$ cat src/logic/rmdt_pkg.sv
// Purpose: shared constants and types for the rest mode downshift timing block
// Assumes: core clock of 100 MHz; 7-bit register addresses on the serial port
// Notes: crc result offsets are placed in free register space
package rmdt_pkg;
  // ==========================================================
  // register map
  localparam logic [6:0] ADDR_FW_ENABLE = 7'h13;
  localparam logic [6:0] ADDR_RUN_DELAY = 7'h14;
  localparam logic [6:0] ADDR_FIRST_LOW_POWER_STATE_FRAME_INTERVAL = 7'h15;
  localparam logic [6:0] ADDR_FIRST_LOW_POWER_STATE_DELAY = 7'h16;
  localparam logic [6:0] ADDR_SECOND_LOW_POWER_STATE_FRAME_INTERVAL = 7'h17;
  localparam logic [6:0] ADDR_SECOND_LOW_POWER_STATE_DELAY = 7'h18;
  localparam logic [6:0] ADDR_THIRD_LOW_POWER_STATE_FRAME_INTERVAL = 7'h19;
  localparam logic [6:0] ADDR_PERIOD_LOW = 7'h1A;
  localparam logic [6:0] ADDR_PERIOD_HIGH = 7'h1B;
  localparam logic [6:0] ADDR_CRC_LOW = 7'h25;
  localparam logic [6:0] ADDR_CRC_HIGH = 7'h26;
  // ==========================================================
  // reset values
  localparam logic [7:0] RST_RUN_DELAY = 8'h32;
  localparam logic [7:0] RST_FIRST_LOW_POWER_STATE_FRAME_INTERVAL = 8'h01;
  localparam logic [7:0] RST_FIRST_LOW_POWER_STATE_DELAY = 8'h1F;
  localparam logic [7:0] RST_SECOND_LOW_POWER_STATE_FRAME_INTERVAL = 8'h09;
  localparam logic [7:0] RST_SECOND_LOW_POWER_STATE_DELAY = 8'hBC;
  localparam logic [7:0] RST_THIRD_LOW_POWER_STATE_FRAME_INTERVAL = 8'h31;
  localparam logic [7:0] RST_PERIOD_LOW = 8'hC0;
  localparam logic [7:0] RST_PERIOD_HIGH = 8'h5D;
  localparam logic [7:0] RD_ZERO = 8'h00;
  // ==========================================================
  // codes, fields and timing
  localparam logic [7:0] CRC_START_CODE = 8'h15;
  localparam int SPI_WRITE_BIT = 7;
  localparam int FIRST_LOW_POWER_STATE_SHIFT = 4;           // downshift counts 16 frames per step
  localparam int SECOND_LOW_POWER_STATE_SHIFT = 5;           // downshift counts 32 frames per step
  localparam int CLK_MHZ = 100;
  localparam int OSC_MHZ = 50;
  localparam int OSC_DIV = CLK_MHZ / OSC_MHZ;
  localparam int TICK_MS = 10;
  localparam int TICK_CYCLES = TICK_MS * 1000 * CLK_MHZ;
  localparam logic [1:0] SETTLE_FRAMES = 2'h2;
  // ==========================================================
  // types
  typedef enum logic [1:0] {
    RUN_STATE,
    FIRST_LOW_POWER,
    SECOND_LOW_POWER,
    THIRD_LOW_POWER
  } rmdt_mode_t;
  typedef struct packed {
    logic wr;
    logic rd;
    logic [6:0] addr;
    logic [7:0] wdata;
  } rmdt_req_t;
endpackage

$ cat src/logic/rmdt_spi_port.sv
// Purpose: serial register port, sampled on the core clock
// Assumes: sclk idles high, data in on rising edge, out on falling edge
// Notes: sclk half period must be at least four core cycles
`timescale 1ns/100ps
`default_nettype none
module rmdt_spi_port (
  // clock and reset
  input wire logic core_clk,
  input wire logic rst_n,
  input wire logic clk_en,
  // serial pins
  input wire logic ncs_n,
  input wire logic sclk,
  input wire logic mosi,
  output logic miso,
  output logic miso_oe,
  // register side
  output rmdt_pkg::rmdt_req_t req,
  input wire logic [7:0] rdata
);
  import rmdt_pkg::*;
  logic cs_s1, cs_s2, sck_s1, sck_s2, sck_d, mosi_s1, mosi_s2;
  logic [2:0] bit_cnt;
  logic [6:0] shift;
  logic [7:0] tx_shift;
  logic addr_done, is_write;
  // ==========================================================
  // decode of synchronised pins
  wire active = ~cs_s2;
  wire rise = active & sck_s2 & ~sck_d;
  wire fall = active & ~sck_s2 & sck_d;
  wire [7:0] next_byte = {shift, mosi_s2};
  wire byte_done = rise & (bit_cnt == 3'h7);

  // two-stage synchronisers, third stage for edge detection
  always_ff @(posedge core_clk or negedge rst_n) begin
    if (!rst_n) begin
      {cs_s1, cs_s2, sck_s1, sck_s2, sck_d} <= 5'h1F;
      {mosi_s1, mosi_s2} <= 2'h0;
    end else if (clk_en) begin
      {cs_s1, cs_s2} <= {ncs_n, cs_s1};
      {sck_s1, sck_s2, sck_d} <= {sclk, sck_s1, sck_s2};
      {mosi_s1, mosi_s2} <= {mosi, mosi_s1};
    end
  end

  // byte assembly and request pulses
  always_ff @(posedge core_clk or negedge rst_n) begin
    if (!rst_n) begin
      bit_cnt <= 3'h0;
      shift <= 7'h00;
      addr_done <= 1'b0;
      is_write <= 1'b0;
      req <= '0;
    end else if (clk_en) begin
      req.wr <= 1'b0;
      req.rd <= 1'b0;
      if (!active) begin
        bit_cnt <= 3'h0;
        addr_done <= 1'b0;
      end else if (rise) begin
        shift <= next_byte[6:0];
        bit_cnt <= bit_cnt + 3'h1;
        if (byte_done && !addr_done) begin
          addr_done <= 1'b1;
          is_write <= next_byte[SPI_WRITE_BIT];
          req.addr <= next_byte[6:0];
          req.rd <= ~next_byte[SPI_WRITE_BIT];
        end else if (byte_done && is_write) begin
          req.wdata <= next_byte;
          req.wr <= 1'b1;
        end
      end
    end
  end

  // read data shifted out msb first on falling edges
  always_ff @(posedge core_clk or negedge rst_n) begin
    if (!rst_n) begin
      tx_shift <= 8'h00;
      miso <= 1'b0;
      miso_oe <= 1'b0;
    end else if (clk_en) begin
      miso_oe <= active;
      if (req.rd) tx_shift <= rdata;
      else if (fall && addr_done && !is_write) begin
        miso <= tx_shift[7];
        tx_shift <= {tx_shift[6:0], 1'b0};
      end
    end
  end
endmodule // rmdt_spi_port
`default_nettype wire

$ cat src/logic/rmdt_top.sv
// Behaviour
// - writing 0x15 to firmware enable starts crc
// - finished crc readable in low/high result
// - crc halts tracking; host stays off port
// - run to first_low_power_state after delay times 10ms
// - run delay timed from system clock
// - first_low_power_state frame every (rate+1) times 10ms
// - first_low_power_state to second_low_power_state after delay*16 frames
// - second_low_power_state frame every (rate+1) times 10ms
// - second_low_power_state to third_low_power_state after delay*32 frames
// - third_low_power_state frame every (rate+1) times 10ms
// - rest timing from hibernate 10ms tick
// - period bound limits auto, sets manual
// - bound counts 50 MHz oscillator cycles
// - upper bound byte write activates at once, settling flag held for two frames
// - rest steps down in order, motion wakes
// - fixed rate takes period from bound
//
// Purpose: run/rest mode timing, frame period bound and firmware crc test
// Assumes: motion and firmware memory on core_clk; memory data one cycle late
// Notes: register writes ignored while the crc test runs
`timescale 1ns/100ps
`default_nettype none
module rmdt_top #(
  parameter int SYS_TICK_CYCLES = rmdt_pkg::TICK_CYCLES,
  parameter int HIB_TICK_CYCLES = rmdt_pkg::TICK_CYCLES,
  parameter int FW_BYTES = 4096,
  parameter logic [15:0] CRC_POLY = 16'h1021,
  parameter logic [15:0] CRC_INIT = 16'h0000
) (
  // clock and reset
  input wire logic core_clk,
  input wire logic reset_n,
  input wire logic clk_en,
  // serial pins
  input wire logic ncs_n,
  input wire logic sclk,
  input wire logic mosi,
  output logic miso,
  output logic miso_oe,
  // tracking side
  input wire logic motion_seen,
  input wire logic rest_enable,
  input wire logic fixed_frame_rate_sel,
  input wire logic [15:0] auto_frame_period,
  output rmdt_pkg::rmdt_mode_t op_mode,
  output logic frame_strobe,
  output logic [15:0] frame_period,
  output logic bound_settling,
  output logic tracking_halt,
  // firmware memory
  output logic [15:0] fw_addr,
  output logic fw_rd,
  input wire logic [7:0] fw_data
);
  import rmdt_pkg::*;
  localparam int SYS_W = $clog2(SYS_TICK_CYCLES + 1);
  localparam int HIB_W = $clog2(HIB_TICK_CYCLES + 1);
  localparam int OSC_W = $clog2(OSC_DIV + 1);
  if (SYS_TICK_CYCLES < 1 || HIB_TICK_CYCLES < 1 || FW_BYTES < 1 || FW_BYTES > 65536)
  begin : bad_cfg
    $error("rmdt_top: tick counts or firmware size out of range");
  end

  // ==========================================================
  // reset release and register port
  logic [1:0] rst_sync;
  wire rst_n = rst_sync[1];
  rmdt_req_t req;
  logic [7:0] rdata;
  always_ff @(posedge core_clk or negedge reset_n) begin
    if (!reset_n) rst_sync <= 2'h0;
    else if (clk_en) rst_sync <= {rst_sync[0], 1'b1};
  end
  rmdt_spi_port u_port (
    .core_clk(core_clk), .rst_n(rst_n), .clk_en(clk_en),
    .ncs_n(ncs_n), .sclk(sclk), .mosi(mosi),
    .miso(miso), .miso_oe(miso_oe), .req(req), .rdata(rdata)
  );

  // ==========================================================
  // register file
  logic [7:0] run_to_first_low_power_state_delay, first_low_power_state_frame_interval, first_low_power_state_to_second_low_power_state_delay;
  logic [7:0] second_low_power_state_frame_interval, second_low_power_state_to_third_low_power_state_delay, third_low_power_state_frame_interval;
  logic [7:0] longest_frame_period_low, longest_frame_period_high, low_shadow;
  logic [15:0] active_bound, crc_result, crc_acc;
  logic crc_busy;
  logic [1:0] settle_cnt;
  wire wr_ok = req.wr & ~crc_busy;
  wire crc_start = wr_ok & (req.addr == ADDR_FW_ENABLE) & (req.wdata == CRC_START_CODE);
  wire high_wr = wr_ok & (req.addr == ADDR_PERIOD_HIGH);

  // read data select; low byte of bound read from the shadow
  assign rdata =
    (req.addr == ADDR_RUN_DELAY) ? run_to_first_low_power_state_delay :
    (req.addr == ADDR_FIRST_LOW_POWER_STATE_FRAME_INTERVAL) ? first_low_power_state_frame_interval :
    (req.addr == ADDR_FIRST_LOW_POWER_STATE_DELAY) ? first_low_power_state_to_second_low_power_state_delay :
    (req.addr == ADDR_SECOND_LOW_POWER_STATE_FRAME_INTERVAL) ? second_low_power_state_frame_interval :
    (req.addr == ADDR_SECOND_LOW_POWER_STATE_DELAY) ? second_low_power_state_to_third_low_power_state_delay :
    (req.addr == ADDR_THIRD_LOW_POWER_STATE_FRAME_INTERVAL) ? third_low_power_state_frame_interval :
    (req.addr == ADDR_PERIOD_LOW) ? low_shadow :
    (req.addr == ADDR_PERIOD_HIGH) ? longest_frame_period_high :
    (req.addr == ADDR_CRC_LOW) ? crc_result[7:0] :
    (req.addr == ADDR_CRC_HIGH) ? crc_result[15:8] : RD_ZERO;

  // register writes
  always_ff @(posedge core_clk or negedge rst_n) begin
    if (!rst_n) begin
      run_to_first_low_power_state_delay <= RST_RUN_DELAY;
      first_low_power_state_frame_interval <= RST_FIRST_LOW_POWER_STATE_FRAME_INTERVAL;
      first_low_power_state_to_second_low_power_state_delay <= RST_FIRST_LOW_POWER_STATE_DELAY;
      second_low_power_state_frame_interval <= RST_SECOND_LOW_POWER_STATE_FRAME_INTERVAL;
      second_low_power_state_to_third_low_power_state_delay <= RST_SECOND_LOW_POWER_STATE_DELAY;
      third_low_power_state_frame_interval <= RST_THIRD_LOW_POWER_STATE_FRAME_INTERVAL;
      longest_frame_period_low <= RST_PERIOD_LOW;
      longest_frame_period_high <= RST_PERIOD_HIGH;
    end else if (clk_en && wr_ok) begin
      unique case (req.addr)
        ADDR_RUN_DELAY: run_to_first_low_power_state_delay <= req.wdata;
        ADDR_FIRST_LOW_POWER_STATE_FRAME_INTERVAL: first_low_power_state_frame_interval <= req.wdata;
        ADDR_FIRST_LOW_POWER_STATE_DELAY: first_low_power_state_to_second_low_power_state_delay <= req.wdata;
        ADDR_SECOND_LOW_POWER_STATE_FRAME_INTERVAL: second_low_power_state_frame_interval <= req.wdata;
        ADDR_SECOND_LOW_POWER_STATE_DELAY: second_low_power_state_to_third_low_power_state_delay <= req.wdata;
        ADDR_THIRD_LOW_POWER_STATE_FRAME_INTERVAL: third_low_power_state_frame_interval <= req.wdata;
        ADDR_PERIOD_LOW: longest_frame_period_low <= req.wdata;
        ADDR_PERIOD_HIGH: longest_frame_period_high <= req.wdata;
        default: ;
      endcase
    end
  end

  // bound activation on upper write, settle over two frames, read shadow
  always_ff @(posedge core_clk or negedge rst_n) begin
    if (!rst_n) begin
      active_bound <= {RST_PERIOD_HIGH, RST_PERIOD_LOW};
      low_shadow <= RST_PERIOD_LOW;
      settle_cnt <= 2'h0;
    end else if (clk_en) begin
      if (high_wr) active_bound <= {req.wdata, longest_frame_period_low};
      if (high_wr) settle_cnt <= SETTLE_FRAMES;
      else if (frame_strobe && settle_cnt != 2'h0) settle_cnt <= settle_cnt - 2'h1;
      if (req.rd && req.addr == ADDR_PERIOD_HIGH) low_shadow <= longest_frame_period_low;
      else if (wr_ok && req.addr == ADDR_PERIOD_LOW) low_shadow <= req.wdata;
    end
  end

  // ==========================================================
  // firmware crc self-test
  logic [15:0] fw_idx;
  logic fw_valid;
  function automatic logic [15:0] crc_byte(input logic [15:0] c, input logic [7:0] d);
    logic [15:0] r;
    r = c;
    for (int i = 7; i >= 0; i--) begin
      r = (r[15] ^ d[i]) ? ({r[14:0], 1'b0} ^ CRC_POLY) : {r[14:0], 1'b0};
    end
    return r;
  endfunction
  wire [15:0] crc_next = crc_byte(crc_acc, fw_data);
  wire fw_last = (fw_idx == 16'(FW_BYTES - 1));

  // walk the memory, fold each byte, publish at the end
  always_ff @(posedge core_clk or negedge rst_n) begin
    if (!rst_n) begin
      crc_busy <= 1'b0;
      crc_acc <= 16'h0000;
      crc_result <= 16'h0000;
      fw_idx <= 16'h0000;
      fw_addr <= 16'h0000;
      fw_rd <= 1'b0;
      fw_valid <= 1'b0;
      tracking_halt <= 1'b0;
    end else if (clk_en) begin
      fw_valid <= fw_rd;
      if (crc_start) begin
        crc_busy <= 1'b1;
        tracking_halt <= 1'b1;
        crc_acc <= CRC_INIT;
        fw_idx <= 16'h0000;
        fw_addr <= 16'h0000;
        fw_rd <= 1'b1;
      end else if (crc_busy) begin
        if (fw_rd && !fw_last) fw_idx <= fw_idx + 16'h0001;
        fw_addr <= fw_last ? fw_addr : fw_idx + 16'h0001;
        fw_rd <= fw_rd & ~fw_last;
        if (fw_valid) crc_acc <= crc_next;
        if (fw_valid && !fw_rd) begin
          crc_result <= crc_next;
          crc_busy <= 1'b0;
          tracking_halt <= 1'b0;
        end
      end
    end
  end

  // ==========================================================
  // tick prescalers: system ticks for run, hibernate ticks for rest
  rmdt_mode_t mode, next_mode;
  logic [SYS_W-1:0] sys_pre;
  logic [HIB_W-1:0] hib_pre;
  logic [OSC_W-1:0] osc_pre;
  logic [7:0] run_idle_cnt, rate_cnt;
  logic [12:0] frames_cnt;
  logic [15:0] osc_cnt;
  wire mode_change = (next_mode != mode);
  wire restart = motion_seen | mode_change | tracking_halt;
  wire sys_tick = (sys_pre == SYS_W'(SYS_TICK_CYCLES - 1));
  wire hib_tick = (hib_pre == HIB_W'(HIB_TICK_CYCLES - 1));
  wire osc_tick = (osc_pre == OSC_W'(OSC_DIV - 1));
  wire [7:0] active_rate = (mode == FIRST_LOW_POWER) ? first_low_power_state_frame_interval :
                           (mode == SECOND_LOW_POWER) ? second_low_power_state_frame_interval :
                           third_low_power_state_frame_interval;
  wire rest_frame = (mode != RUN_STATE) & hib_tick & (rate_cnt == active_rate);
  wire run_frame = (mode == RUN_STATE) & osc_tick & (osc_cnt + 16'h0001 >= frame_period);
  wire [12:0] limit1 = {1'b0, first_low_power_state_to_second_low_power_state_delay, 4'h0};
  wire [12:0] limit2 = {second_low_power_state_to_third_low_power_state_delay, 5'h00};
  wire run_due = (run_idle_cnt >= run_to_first_low_power_state_delay);
  wire [15:0] clamped = (auto_frame_period > active_bound) ? active_bound : auto_frame_period;

  // mode sequence: down in order while idle, back to run on motion
  always_comb begin
    next_mode = mode;
    unique case (mode)
      RUN_STATE: if (rest_enable && !motion_seen && !tracking_halt && run_due)
        next_mode = FIRST_LOW_POWER;
      FIRST_LOW_POWER: if (frames_cnt >= limit1) next_mode = SECOND_LOW_POWER;
      SECOND_LOW_POWER: if (frames_cnt >= limit2) next_mode = THIRD_LOW_POWER;
      THIRD_LOW_POWER: next_mode = THIRD_LOW_POWER;
    endcase
    if (mode != RUN_STATE && (motion_seen || !rest_enable)) next_mode = RUN_STATE;
  end

  // system and hibernate prescalers restart on motion, mode change or crc halt
  always_ff @(posedge core_clk or negedge rst_n) begin
    if (!rst_n) begin
      sys_pre <= '0;
      hib_pre <= '0;
      osc_pre <= '0;
    end else if (clk_en) begin
      sys_pre <= (restart || sys_tick) ? '0 : sys_pre + SYS_W'(1);
      hib_pre <= (restart || hib_tick) ? '0 : hib_pre + HIB_W'(1);
      osc_pre <= osc_tick ? '0 : osc_pre + OSC_W'(1);
    end
  end

  // mode and idle counters
  always_ff @(posedge core_clk or negedge rst_n) begin
    if (!rst_n) begin
      mode <= RUN_STATE;
      run_idle_cnt <= 8'h00;
      rate_cnt <= 8'h00;
      frames_cnt <= 13'h0000;
    end else if (clk_en) begin
      mode <= next_mode;
      if (restart) begin
        run_idle_cnt <= 8'h00;
        rate_cnt <= 8'h00;
        frames_cnt <= 13'h0000;
      end else begin
        if (sys_tick && !run_due) run_idle_cnt <= run_idle_cnt + 8'h01;
        if (rest_frame) rate_cnt <= 8'h00;
        else if (hib_tick) rate_cnt <= rate_cnt + 8'h01;
        if (rest_frame && frames_cnt != 13'h1FFF) frames_cnt <= frames_cnt + 13'h0001;
      end
    end
  end

  // frame pacing and period selection
  always_ff @(posedge core_clk or negedge rst_n) begin
    if (!rst_n) begin
      osc_cnt <= 16'h0000;
      frame_strobe <= 1'b0;
      frame_period <= {RST_PERIOD_HIGH, RST_PERIOD_LOW};
      op_mode <= RUN_STATE;
      bound_settling <= 1'b0;
    end else if (clk_en) begin
      frame_period <= fixed_frame_rate_sel ? active_bound : clamped;
      if (mode != RUN_STATE || run_frame) osc_cnt <= 16'h0000;
      else if (osc_tick) osc_cnt <= osc_cnt + 16'h0001;
      frame_strobe <= ~tracking_halt & (run_frame | rest_frame);
      op_mode <= mode;
      bound_settling <= high_wr | (settle_cnt != 2'h0);
    end
  end
endmodule // rmdt_top
`default_nettype wire

$ cat config.mk
export PLATFORM = sky130hd
export DESIGN_NAME = rmdt_top
export DESIGN_NICKNAME = d
export VERILOG_FILES = /design/src/logic/rmdt_pkg.sv /design/src/logic/rmdt_spi_port.sv /design/src/logic/rmdt_top.sv
export SDC_FILE = /design/constraint.sdc
export NUM_CORES = 1
export LEC_CHECK = 0
export ABC_AREA = 0
export BUFFER_PORTS_ARGS = -buffer_cell sky130_fd_sc_hd__buf_2
export CELL_PAD_IN_SITES_DETAIL_PLACEMENT = 1
export CELL_PAD_IN_SITES_GLOBAL_PLACEMENT = 1
export CORE_ASPECT_RATIO = 0.7
export CORE_MARGIN = 8
export CORE_UTILIZATION = 35
export DETAILED_ROUTE_END_ITERATION = 8
export HOLD_SLACK_MARGIN = 0.12
export PLACE_DENSITY = 0.69
export SYNTH_ARGS = -nofsm -noshare
export SYNTH_HDL_FRONTEND = slang
export SYNTH_SLANG_ARGS = --single-unit
$ cat constraint.sdc
create_clock -name core_clk -period 8.5 [get_ports core_clk]
set_input_delay 1.7 -clock core_clk [delete_from_list [all_inputs] [get_ports core_clk]]
set_output_delay 1.7 -clock core_clk [all_outputs]
set_load 0.01 [all_outputs]
==> run metrics <==
Die ar. 0.0550 mm²; Clock transition at path regs 70 ps; Worst-Skew Late Latency 590 ps; Area Overhead vs Synth 11.8%; global-route wire length before repair 77000 µm; width of the die 277 µm; Leak 8.51 nW; Row Count 67; FF+latch area 0.00795 mm²; Fin. Hold Viols 0; Synth Cell Area 0.0167 mm²; Syn Inst Count 1679; fin util 39.3%; Max stage delay on crit path 970 ps; gr ovfl total 0; # DRC 0; period utilization 50.0%; Pwr Total 3.29 mW; CP max FO 15; Peak supply drop 0.131 mV; ys async rst share 100%; largest net degree at the start of global routing 153; dpl ws 4070 ps; Max Slew Vio Count 0; Multi-input gate area 0.00813 mm²; port bufs 72; Synth top area share 40.2%; top_reg_cell synth dfrtp_1; Finish-stage setup viols 0; share of post-route cells with drive strength above 1 17.7%; core area 0.0474 mm²; Setup Skew 18.7 ps; P per Cell Area 176 mW/mm²; fin crit period 4250 ps; die height 199 µm; ranking of synthesized cells by area dfrtp_1 (40%), dfstp_2 (7.4%), mux2_2 (6.6%); setup ws final 4250 ps; commonest non-fill, non-tap cell in the layout dfrtp_1; Hold-fix buffers, CTS 0; maximum capacitance violations 0; crit end category register; total CTS buffers 31; Wirelength per Cell 20.1 µm; slowest cell on the critical path a21oi_1; area leader, netlist dfrtp_1; data arrival time of the critical path 4760 ps; htree depth 1; distinct cell type count after synthesis 70; DP Wirelength 34200 µm; syn nets 1779; CP required 9010 ps; register area share after synthesis 47.6%; Initial Utilization 35.2%; vias per cell 5.44; antenna violations before repair 0; Pre-Repair DR Iteration Count 5; fill count 5342; GRT Overall Usage 17.1%; ANT nets after route 0; Crit Path Category register to register; Post-CTS Resized 0; TritonCTS clock tree done; Vias 12858; most frequent cells in the layout dfrtp_1 (267), nand2_1 (178), o21ai_0 (160); clk sinks 315; FF+latch count, synth 315; max_slew headroom 14.2%; postcts setup bufs 0; maximum operating frequency 0.235 GHz; post-route setup TNS 0 ps; GP Congestion 0.862; Synth Area per Inst 9.94 µm²; Ports 73; Hold Crit Class register to async pin; final WL 47500 µm; EDFF count, synth 0; RSZ-0062 raised after global routing false; vias in the first global route 13487; DRT iter0 DRCs 785; worst slew pin tran 1290 ps; status finished, final reports clean; CTS root buf clkbuf_16; # nets final 1816; Max clock buf depth 3; Startpoint Class register; YS warnings 0; crit-path cells ha_1, nand3_1, or2_2, nor3_1, xnor2_1, ha_1, o21a_1, o21a_1, o211ai_1, nor3_1, a21oi_1, nand2_1, or3_1, o21ai_0
==> layout make-up <==
| class | count | area share [%] |
|---|---|---|
| multi-input cells | 1200 | 43.5 |
| flip-flops and latches | 315 | 42.6 |
| clock buffers | 40 | 4.55 |
| well taps | 621 | 4.16 |
| repair buffers | 85 | 2.53 |
| inverters | 83 | 1.67 |
| clock inverters | 18 | 0.959 |
| diodes | 1 | 0.0134 |
==> critical path, delay by kind of cell (launching register included) <==
| family | cells | cell delay, ps |
|---|---|---|
| adders and majority gates | 2 | 510 |
| and+or+nand+nor | 6 | 1480 |
| AOI/OAI and AO/OA | 5 | 1550 |
| xor gates and xnor gates | 1 | 190 |
| DFF | 1 | 440 |
==> state kept, by name, summed over array words and instances (netlist names), 13 cells and up <==
signal	flops
hib_pre	20
sys_pre	20
u_port.req	17
active_bound	16
crc_acc	16
crc_result	16
frame_period	16
fw_addr	16
fw_idx	16
osc_cnt	16
frames_cnt	13
==> report_power, final <==
part           total (mW)  switching, mW  leakage (nW)  internal, mW
Combinational       0.262          0.149          3.92         0.113
Sequential           1.62         0.0638          4.10          1.56
Clock                1.40          0.629         0.491         0.774
Total                3.29          0.842          8.51          2.44
==> through the flow <==
| stage | std cells | hold WS (ps) | instance area, µm² |
|---|---|---|---|
| final | 2363 | 404 | 18700 |
| after floorplan | 1679 | 431 | 16700 |
| after CTS | 2362 | 428 | 18700 |
| after global placement | 2304 | 410 | 17600 |
| after detailed placement | 2304 | 419 | 17600 |
| after global routing | 2362 | 450 | 18700 |
==> worst paths after layout <==
check | start | endpoint | slack (ps) | depth (start not counted)
min in group core_clk | rst_sync[0]$_DFFE_PN0P_ | rst_sync[0]$_DFFE_PN0P_ | 460 | 1
setup reg to reg | osc_cnt[0]$_DFFE_PN0P_ | osc_cnt[6]$_DFFE_PN0P_ | 4250 | 14
hold reg to reg | rst_sync[1]$_DFFE_PN0P_ | u_port.shift[5]$_DFFE_PN0P_ | 400 | 0
max in group asynchronous | rst_sync[1]$_DFFE_PN0P_ | frame_period[3]$_DFFE_PN0P_ | 6720 | 1
hold / removal | rst_sync[1]$_DFFE_PN0P_ | u_port.shift[5]$_DFFE_PN0P_ | 400 | 0
setup / recovery | osc_cnt[0]$_DFFE_PN0P_ | osc_cnt[6]$_DFFE_PN0P_ | 4250 | 14
==> kinds of logic after synthesis <==
kind of cell	after synthesis	share of synthesized area, %
AO/OA/AOI/OAI	375	14.1
flip-flops	315	47.6
multiplexers	139	9.07
buffers and inverters	164	3.89
XOR/XNOR	99	5.19
adder cells (fa/ha/maj)	67	5.02
AND/OR/NAND/NOR	520	15.2
==> cell usage after synthesis (4+ instances only) <==
library cell,n
a31oi_1,10
dfstp_2,47
or3_1,14
o211ai_1,8
o221ai_1,9
nor4_1,7
and2_1,7
a221oi_1,14
and4_1,5
o2bb2ai_1,8
or2_2,9
nor2b_1,10
xnor2_1,56
a21oi_1,64
o21a_1,14
buf_1,9
clkbuf_1,64
nand2b_1,23
inv_1,83
mux2i_1,41
dfrtp_1,268
nor2_1,109
nand3b_1,5
a211oi_1,7
and3b_1,4
and3_1,35
o21ai_0,160
a21o_1,13
nor4b_1,5
a32o_1,12
nand3_1,50
mux2_2,98
o22ai_1,12
nand4_1,22
nor3_1,19
nand2_1,178
ha_1,67
o31ai_1,16
a22oi_1,5
xor2_1,43
==> metal layers <==
layer	up-vias	part of all wire (%)	global-route usage (%)
li1	6026	-	-
met1	6600	52	25.9
met2	182	43	26.0
met3	50	3.6	2.31
met4	0	1.8	3.29
met5	-	0	0
Power figures use the tool's default switching activity.
